## config.mk

```make
export PLATFORM = sky130hd
export DESIGN_NAME = iefb_interrupt_bank
export DESIGN_NICKNAME = d
export VERILOG_FILES = /design/src/pkg/iefb_pkg.sv /design/src/verilog/iefb_edge_detect.sv /design/src/verilog/iefb_interrupt_bank.sv
export SDC_FILE = /design/constraint.sdc
export NUM_CORES = 1
export LEC_CHECK = 0
export BUFFER_PORTS_ARGS = -buffer_cell sky130_fd_sc_hd__buf_2
export CAP_MARGIN = 15
export CORE_MARGIN = 2
export CORE_UTILIZATION = 30
export DETAILED_ROUTE_END_ITERATION = 16
export SYNTH_ARGS = -nofsm -noshare
export SYNTH_HDL_FRONTEND = slang
export SYNTH_HIERARCHICAL = 1
export SYNTH_SLANG_ARGS = --single-unit
```

## constraint.sdc

```tcl
create_clock -name sys_clk -period 4.4 [get_ports sys_clk]
set_input_delay 0.44 -clock sys_clk [delete_from_list [all_inputs] [get_ports sys_clk]]
set_output_delay 0.44 -clock sys_clk [all_outputs]
set_load 0.005 [all_outputs]
```

## src/pkg/iefb_pkg.sv

```systemverilog
// Constants shared by the interrupt enable and flag bank.
package iefb_pkg;

    // ------------------------------------------------------------
    // Bus geometry
    // ------------------------------------------------------------
    localparam int unsigned ADDR_W = 5;
    localparam int unsigned DATA_W = 32;
    localparam int unsigned BE_W   = 4;
    localparam int unsigned REG_W  = 8;
    localparam int unsigned EXT_N  = 4;
    localparam int unsigned STS_W  = 6;

    // ------------------------------------------------------------
    // Register byte offsets
    // ------------------------------------------------------------
    localparam logic [ADDR_W-1:0] OFF_EN1 = 5'h00;
    localparam logic [ADDR_W-1:0] OFF_EN2 = 5'h04;
    localparam logic [ADDR_W-1:0] OFF_FLG = 5'h08;
    localparam logic [ADDR_W-1:0] OFF_CTL = 5'h0C;
    localparam logic [ADDR_W-1:0] OFF_STS = 5'h10;
    localparam logic [ADDR_W-1:0] OFF_MSK = 5'h14;

    // ------------------------------------------------------------
    // Field positions
    // ------------------------------------------------------------
    localparam int unsigned BIT_DT   = 7;
    localparam int unsigned BIT_RTC  = 6;
    localparam int unsigned BIT_WKP  = 5;
    localparam int unsigned BIT_TMR  = 5;
    localparam int unsigned CTL_FN   = 4;
    localparam int unsigned STS_DT   = 5;
    localparam int unsigned STS_RTC  = 4;
    localparam int unsigned BE_LANE0 = 0;

    // ------------------------------------------------------------
    // Writable masks, read-as-one masks and reset values
    // ------------------------------------------------------------
    localparam logic [REG_W-1:0] EN1_WMASK = 8'hEF;
    localparam logic [REG_W-1:0] EN1_RONE  = 8'h10;
    localparam logic [REG_W-1:0] EN2_WMASK = 8'h20;
    localparam logic [REG_W-1:0] EN2_RONE  = 8'h1F;
    localparam logic [REG_W-1:0] FLG_MASK  = 8'hCF;
    localparam logic [REG_W-1:0] FLG_RONE  = 8'h30;
    localparam logic [REG_W-1:0] REG_RST   = 8'h00;
    localparam logic [STS_W-1:0] STS_RST   = 6'h00;
    localparam logic [DATA_W-1:0] RD_NONE  = 32'h00000000;

endpackage

```

## src/verilog/iefb_edge_detect.sv

```systemverilog
// Pin synchroniser and selectable edge detector for the external request pins.
`timescale 1ns/1ns
`default_nettype none

module iefb_edge_detect #(
    parameter int unsigned WIDTH = 4
) (
    input  wire logic             sys_clk,
    input  wire logic             resetn,
    input  wire logic             clk_en,
    input  wire logic [WIDTH-1:0] pin,
    input  wire logic [WIDTH-1:0] rise_select,
    output logic      [WIDTH-1:0] edge_hit
);

    logic [WIDTH-1:0] meta_q;
    logic [WIDTH-1:0] sync_q;
    logic [WIDTH-1:0] prev_q;
    logic [WIDTH-1:0] rise_w;
    logic [WIDTH-1:0] fall_w;

    // ------------------------------------------------------------
    // Two-stage synchroniser and history
    // ------------------------------------------------------------
    always_ff @(posedge sys_clk) begin
        if (!resetn) begin
            meta_q <= '1;
            sync_q <= '1;
            prev_q <= '1;
        end else if (clk_en) begin
            meta_q <= pin;
            sync_q <= meta_q;
            prev_q <= sync_q;
        end
    end

    // ------------------------------------------------------------
    // Edge choice
    // ------------------------------------------------------------
    assign rise_w   = sync_q & ~prev_q;
    assign fall_w   = ~sync_q & prev_q;
    assign edge_hit = (rise_select & rise_w) | (~rise_select & fall_w);

endmodule

`default_nettype wire

```

## src/verilog/iefb_interrupt_bank.sv

```systemverilog
// Interrupt enable and request flag register bank with an Avalon-MM slave.
// Function
// - Direct-transition requests pass only while enable one bit 7 is set; resets to 0.
// - Real-time-clock requests pass only while enable one bit 6 is set; resets to 0.
// - Enable one bit 5 is one shared enable for all six wakeup pins.
// - Enable one bit 4 always reads 1 and stores nothing.
// - Enable one bits 3 to 0 each enable their own external request pin.
// - A clear colliding with an arriving request still leaves that request taken.
// - Enable two bits 7 and 6 always read 0.
// - Enable two bit 5 lets timer overflow requests through; resets to 0.
// - Enable two bits 4 to 0 and flag bits 5 and 4 read 1.
// - Flag bit 7 sets on a sleep direct transition while direct_transition_on is 1.
// - Flags reset to 0 and clear only when software writes 0.
// - Flag bit 6 sets when the real-time-clock counter overflows.
// - Flags 3 to 0 set on the selected edge of an interrupt-configured pin.
// - Edge select 0 picks falling edges, 1 picks rising edges.
`timescale 1ns/1ns
`default_nettype none

module iefb_interrupt_bank #(
    parameter int unsigned WKP_N = 6
) (
    input  wire logic                                sys_clk,
    input  wire logic                                resetn,
    input  wire logic                                clk_en,
    input  wire logic [iefb_pkg::ADDR_W-1:0]         avs_address,
    input  wire logic                                avs_read,
    input  wire logic                                avs_write,
    input  wire logic [iefb_pkg::DATA_W-1:0]         avs_writedata,
    input  wire logic [iefb_pkg::BE_W-1:0]           avs_byteenable,
    output logic      [iefb_pkg::DATA_W-1:0]         avs_readdata,
    output logic                                     avs_waitrequest,
    input  wire logic [iefb_pkg::EXT_N-1:0]          ext_request_pin,
    input  wire logic                                sleep_direct_transition,
    input  wire logic                                direct_transition_on,
    input  wire logic                                rtc_overflow,
    input  wire logic [WKP_N-1:0]                    wakeup_flags,
    input  wire logic                                timer_overflow_flag,
    output logic                                     dt_request,
    output logic                                     rtc_request,
    output logic                                     wakeup_request,
    output logic      [iefb_pkg::EXT_N-1:0]          ext_request,
    output logic                                     timer_request,
    output logic                                     irq
);

    function automatic logic [iefb_pkg::DATA_W-1:0] widen(input logic [iefb_pkg::REG_W-1:0] v);
        widen = {{(iefb_pkg::DATA_W - iefb_pkg::REG_W){1'b0}}, v};
    endfunction

    // ------------------------------------------------------------
    // State
    // ------------------------------------------------------------
    logic [iefb_pkg::REG_W-1:0]  en1_q;
    logic [iefb_pkg::REG_W-1:0]  en2_q;
    logic [iefb_pkg::REG_W-1:0]  flags_q;
    logic [iefb_pkg::REG_W-1:0]  flags_d;
    logic [iefb_pkg::REG_W-1:0]  ctl_q;
    logic [iefb_pkg::STS_W-1:0]  sts_q;
    logic [iefb_pkg::STS_W-1:0]  sts_d;
    logic [iefb_pkg::STS_W-1:0]  msk_q;
    logic [iefb_pkg::DATA_W-1:0] rdata_q;
    logic                        wait_q;
    logic                        dt_req_q;
    logic                        rtc_req_q;
    logic                        wkp_req_q;
    logic [iefb_pkg::EXT_N-1:0]  ext_req_q;
    logic                        tmr_req_q;
    logic                        irq_q;

    // ------------------------------------------------------------
    // Bus decode
    // ------------------------------------------------------------
    wire logic                       bus_req;
    wire logic                       wr_fire;
    wire logic [iefb_pkg::REG_W-1:0] wd8;
    wire logic                       sel_en1;
    wire logic                       sel_en2;
    wire logic                       sel_flg;
    wire logic                       sel_ctl;
    wire logic                       sel_sts;
    wire logic                       sel_msk;
    wire logic [iefb_pkg::DATA_W-1:0] rd_mux;

    assign bus_req = avs_read | avs_write;
    assign wr_fire = avs_write & ~wait_q & avs_byteenable[iefb_pkg::BE_LANE0];
    assign wd8     = avs_writedata[iefb_pkg::REG_W-1:0];
    assign sel_en1 = avs_address == iefb_pkg::OFF_EN1;
    assign sel_en2 = avs_address == iefb_pkg::OFF_EN2;
    assign sel_flg = avs_address == iefb_pkg::OFF_FLG;
    assign sel_ctl = avs_address == iefb_pkg::OFF_CTL;
    assign sel_sts = avs_address == iefb_pkg::OFF_STS;
    assign sel_msk = avs_address == iefb_pkg::OFF_MSK;

    assign rd_mux = sel_en1 ? widen(en1_q | iefb_pkg::EN1_RONE) :
                    sel_en2 ? widen((en2_q & iefb_pkg::EN2_WMASK) | iefb_pkg::EN2_RONE) :
                    sel_flg ? widen(flags_q | iefb_pkg::FLG_RONE) :
                    sel_ctl ? widen(ctl_q) :
                    sel_sts ? widen({{(iefb_pkg::REG_W - iefb_pkg::STS_W){1'b0}}, sts_q}) :
                    sel_msk ? widen({{(iefb_pkg::REG_W - iefb_pkg::STS_W){1'b0}}, msk_q}) :
                    iefb_pkg::RD_NONE;

    // ------------------------------------------------------------
    // Request sources
    // ------------------------------------------------------------
    wire logic [iefb_pkg::EXT_N-1:0] edge_hit;
    wire logic [iefb_pkg::EXT_N-1:0] ext_set;
    wire logic                       dt_set;
    wire logic [iefb_pkg::REG_W-1:0] flag_set;
    wire logic [iefb_pkg::REG_W-1:0] flag_clr;
    wire logic [iefb_pkg::STS_W-1:0] sts_set;
    wire logic [iefb_pkg::STS_W-1:0] sts_clr;

    iefb_edge_detect #(
        .WIDTH       (iefb_pkg::EXT_N)
    ) u_edge (
        .sys_clk     (sys_clk),
        .resetn      (resetn),
        .clk_en      (clk_en),
        .pin         (ext_request_pin),
        .rise_select (ctl_q[iefb_pkg::EXT_N-1:0]),
        .edge_hit    (edge_hit)
    );

    assign ext_set  = edge_hit & ctl_q[iefb_pkg::CTL_FN +: iefb_pkg::EXT_N];
    assign dt_set   = sleep_direct_transition & direct_transition_on;
    assign flag_set = {dt_set, rtc_overflow, 2'b00, ext_set};

    // Software may only clear; a one written leaves the flag alone.
    assign flag_clr = (wr_fire && sel_flg) ? (~wd8 & iefb_pkg::FLG_MASK)
                                           : iefb_pkg::REG_RST;
    // Set wins over clear so a colliding request is never lost.
    assign flags_d  = (flags_q & ~flag_clr) | flag_set;

    assign sts_set  = {dt_set, rtc_overflow, ext_set};
    assign sts_clr  = (wr_fire && sel_sts) ? wd8[iefb_pkg::STS_W-1:0] : iefb_pkg::STS_RST;
    assign sts_d    = (sts_q & ~sts_clr) | sts_set;

    // ------------------------------------------------------------
    // Avalon-MM handshake
    // ------------------------------------------------------------
    // Every access waits exactly one cycle, which leaves time to register read data.
    always_ff @(posedge sys_clk) begin
        if (!resetn) begin
            wait_q  <= 1'b1;
            rdata_q <= iefb_pkg::RD_NONE;
        end else if (clk_en) begin
            wait_q <= ~(bus_req & wait_q);
            if (avs_read && wait_q) begin
                rdata_q <= rd_mux;
            end
        end
    end

    // ------------------------------------------------------------
    // Software registers
    // ------------------------------------------------------------
    always_ff @(posedge sys_clk) begin
        if (!resetn) begin
            en1_q <= iefb_pkg::REG_RST;
            en2_q <= iefb_pkg::REG_RST;
            ctl_q <= iefb_pkg::REG_RST;
            msk_q <= iefb_pkg::STS_RST;
        end else if (clk_en && wr_fire) begin
            if (sel_en1) begin
                en1_q <= wd8 & iefb_pkg::EN1_WMASK;
            end
            if (sel_en2) begin
                en2_q <= wd8 & iefb_pkg::EN2_WMASK;
            end
            if (sel_ctl) begin
                ctl_q <= wd8;
            end
            if (sel_msk) begin
                msk_q <= wd8[iefb_pkg::STS_W-1:0];
            end
        end
    end

    always_ff @(posedge sys_clk) begin
        if (!resetn) begin
            flags_q <= iefb_pkg::REG_RST;
            sts_q   <= iefb_pkg::STS_RST;
        end else if (clk_en) begin
            flags_q <= flags_d & iefb_pkg::FLG_MASK;
            sts_q   <= sts_d;
        end
    end

    // ------------------------------------------------------------
    // Requests to the CPU
    // ------------------------------------------------------------
    always_ff @(posedge sys_clk) begin
        if (!resetn) begin
            dt_req_q  <= 1'b0;
            rtc_req_q <= 1'b0;
            wkp_req_q <= 1'b0;
            ext_req_q <= '0;
            tmr_req_q <= 1'b0;
            irq_q     <= 1'b0;
        end else if (clk_en) begin
            dt_req_q  <= flags_q[iefb_pkg::BIT_DT] & en1_q[iefb_pkg::BIT_DT];
            rtc_req_q <= flags_q[iefb_pkg::BIT_RTC] & en1_q[iefb_pkg::BIT_RTC];
            wkp_req_q <= (|wakeup_flags) & en1_q[iefb_pkg::BIT_WKP];
            ext_req_q <= flags_q[iefb_pkg::EXT_N-1:0] & en1_q[iefb_pkg::EXT_N-1:0];
            tmr_req_q <= timer_overflow_flag & en2_q[iefb_pkg::BIT_TMR];
            irq_q     <= |(sts_q & msk_q);
        end
    end

    assign avs_readdata    = rdata_q;
    assign avs_waitrequest = wait_q;
    assign dt_request      = dt_req_q;
    assign rtc_request     = rtc_req_q;
    assign wakeup_request  = wkp_req_q;
    assign ext_request     = ext_req_q;
    assign timer_request   = tmr_req_q;
    assign irq             = irq_q;
endmodule

`default_nettype wire

```

==> key figures <==
Status
  • Status: completed

Synth
  • Post-synthesis compound-gate area fraction: 13.8%
  • Synthesized area: between 0.003 and 0.004 mm2
  • Multiplexer share of the synthesized area: ~14%
  • Adder-cell share of the synthesized area: 0%
  • Syn Area/Cell: between 9 and 10 um2
  • Post-synthesis simple-gate area fraction: between 20 and 25%
  • Netlist cell types: 37
  • Post-Syn Instances: 341
  • Largest cells by area after synthesis: dfxtp_1, mux2i_1, buf_4
  • Share of the synthesized area in the top cell type: 41.5%
  • Synth Area in XOR/XNOR: 0%
  • Ys Warns: 6
  • Seq/Total Area, Yosys: 41.5%
  • Largest family of logic cells by synthesized area: simple AND/OR/NAND/NOR gates
  • Synth area leader: dfxtp_1
  • Synth Register Bits: 64

Worst setup path
  • CP Capture Type: flop
  • Crit Path Class: in -> reg
  • Worst-path maximum fanout: 22
  • WP data arrival: between 2 and 2.5 ns
  • WP data required: 4.62 ns
  • Critical path startpoint category: input port

Clock network
  • Worst-path clk slew: 0.06 ns
  • CTS tree: built
  • Hold Buf Count CTS: 0
  • Cts bufs inserted: 9
  • Clock Latency Late Sink: ~0.33 ns
  • Clock Tree Buf Depth: 2
  • H-Tree Level Count: 3
  • CTS Root Cell: clkbuf_8
  • Setup Buffers After CTS: 0
  • Resized Gates After CTS: 0
  • CTS sink cnt: 64

Final layout
  • Final nets: 445
  • Area grow syn2layout: 15.1%
  • Final Util: about a third
  • Share of cells above drive strength 1: 17.5%
  • Ant diodes: 0
  • Filler cell count: 1080

STA
  • Final hold viol count: 0
  • RSZ-0062 raised after global routing: no
  • Slew Limit Fails: 0
  • Skew final: 0.00580 ns
  • Slew at the pin with the worst max-slew slack: just under 1 ns
  • Slew HR: 34.9%
  • Highest Clock Rate: around 450 MHz
  • Fin crit period: 2.24 ns
  • Final period util: 51.0%
  • Setup tns final: 0 ns
  • Final worst slack: 2.16 ns
  • Final setup viols: 0

Die
  • Starting Density: 30.4%
  • Die Ht: 105 um
  • Die ar.: 0.0111 mm2
  • Io pins: 102
  • Die Wd: ~110 um
  • Core box area: 0.0101 mm2
  • FP Rows: 37

Detailed routing
  • DRC: 0
  • Antenna-violating nets left: 0
  • First-iteration detailed-routing DRC count: around 110
  • Wirelength per Cell: 13.8 um
  • Via Count: 2469
  • First-pass DRT Iterations: 4
  • WL final: a little over 7000 um
  • Routed vias/inst: around 4.7

Placed design
  • Post-DP HPWL: 4930 um
  • Gpl congestion: 0.860
  • DP Worst Slack: 1.87 ns
  • Port bufs: 50

Worst hold path
  • Hold Crit Class: in -> reg

Global route
  • Antenna violations before repair: 0
  • Vias in the first global route: 2321
  • First-pass GRT wire length: 11800 um
  • Largest net degree at the start of global routing: 65
  • Total GRT Usage: 13.5%
  • Global route overflow: 0

Pwr
  • VDD IR max: 127 uV
  • Pwr dens: 339 mW/mm2
  • LEAKAGE: approximately 1.5 nW

Job
  • # Max-Cap Violations: 0
## placed cells by master (no fill, tap or decap), types with 9 or more instances in the layout
cell type / netlist / layout
nand2_1: 31 / 31
nand2b_1: 22 / 22
a31oi_1: 9 / 9
conb_1: 1 / 24
nand3_1: 21 / 21
o21ai_0: 18 / 18
buf_2: 2 / 50
nor2b_1: 24 / 24
dfxtp_1: 64 / 64
clkbuf_8: 0 / 12
a21boi_0: 18 / 18
mux2i_1: 42 / 42
## routing by layer
metal | vias up | wire, um | track usage, %
li1 | 1238 | - | -
met1 | 1142 | 3310 | 17.8
met2 | 80 | 3390 | 21.5
met3 | 9 | 427 | 2.60
met4 | 0 | 104 | 5.90
met5 | - | 0 | 0
## per-stage QoR
stage	power, mW	instances	hold slack, ns	cell area [um2]
CTS	1.22	525	0.312	3550
finish	1.20	525	0.322	3550
floorplan	0.678	364	0.441	3170
detailed placement	0.699	510	0.462	3340
global route	1.26	525	0.334	3550
global placement	0.697	510	0.459	3340
## worst paths after layout
path / start / endpoint / slack, ns / cells past startpoint
max: avs_address[3] / ctl_q[4]$_SDFFE_PN0P_ / 2.16 / 5
min: ext_request_pin[2] / u_edge/meta_q[2]$_SDFFE_PN1P_ / 0.32 / 3
max reg2reg: avs_waitrequest$_SDFFE_PN1P_ / sts_q[1]$_SDFFE_PN0P_ / 2.55 / 3
min reg2reg: u_edge/meta_q[2]$_SDFFE_PN1P_ / u_edge/meta_q[2]$_SDFFE_PN1P_ / 0.47 / 2
## critical path: stages
cell and delay [ns]:
buf_2 0.37, nor4b_2 0.61, nand3_1 0.64, mux2i_1 0.33
nor2b_1 0.06
## sequential cells by signal (all words and copies together) (netlist names)
signal	cells
ctl_q	8
u_edge/prev_q	4
flags_q	6
u_edge/meta_q	4
avs_waitrequest	1
en1_q	7
irq	1
rtc_request	1
msk_q	6
sts_q	6
u_edge/sync_q	4
en2_q	1
timer_request	1
dt_request	1
wakeup_request	1
ext_request	4
avs_readdata	8
## power by group
part	total, mW	internal, mW	switching (mW)
Sequential	0.595	0.589	0.00635
Combinational	0.0910	0.0367	0.0543
Clock	0.519	0.303	0.215
Total	1.20	0.928	0.276
## synth_stat cells
| cell | count |
|---|---|
| dfxtp_1 | 64 |
| mux2i_1 | 42 |
| nand2_1 | 31 |
| buf_4 | 24 |
| nor2b_1 | 24 |
| nand2b_1 | 22 |
| nand3_1 | 21 |
| a21boi_0 | 18 |
| o21ai_0 | 18 |
| clkbuf_1 | 13 |
| a31oi_1 | 9 |
| a22oi_1 | 7 |
| nor3_1 | 7 |
| a21oi_1 | 6 |
| nor2_1 | 6 |
| inv_1 | 3 |
| o22ai_1 | 3 |
| buf_2 | 2 |
| nand3b_1 | 2 |
| or3_1 | 2 |
| a221oi_1 | 1 |
| a22o_1 | 1 |
| and3_1 | 1 |
| and3b_1 | 1 |
| and4b_1 | 1 |
| buf_1 | 1 |
| buf_6 | 1 |
| conb_1 | 1 |
| nand4b_1 | 1 |
| nor4_1 | 1 |
| nor4_4 | 1 |
| nor4b_2 | 1 |
| o211ai_1 | 1 |
| o2bb2ai_1 | 1 |
| o311ai_0 | 1 |
| or4_1 | 1 |
| or4b_1 | 1 |
## area by class of cell
class / instances / area (um2) / area share (%)
multi-input cells: 256 / 1620 / 45.8
flip-flops and latches: 64 / 1280 / 36.1
repair buffers: 51 / 258 / 7.26
well taps: 136 / 170 / 4.79
clock buffers: 12 / 165 / 4.65
clock inverters: 3 / 40.0 / 1.13
inverters: 3 / 11.3 / 0.317
## kinds of logic (layout without fill, tap and decap cells)
family | after synthesis | after routing
buffers and inverters | 44 | 69
AO/OA/AOI/OAI | 66 | 66
flip-flops | 64 | 64
multiplexers | 42 | 42
other | 1 | 24
AND/OR/NAND/NOR | 124 | 124
No activity file was read; power rests on OpenSTA's default activity.
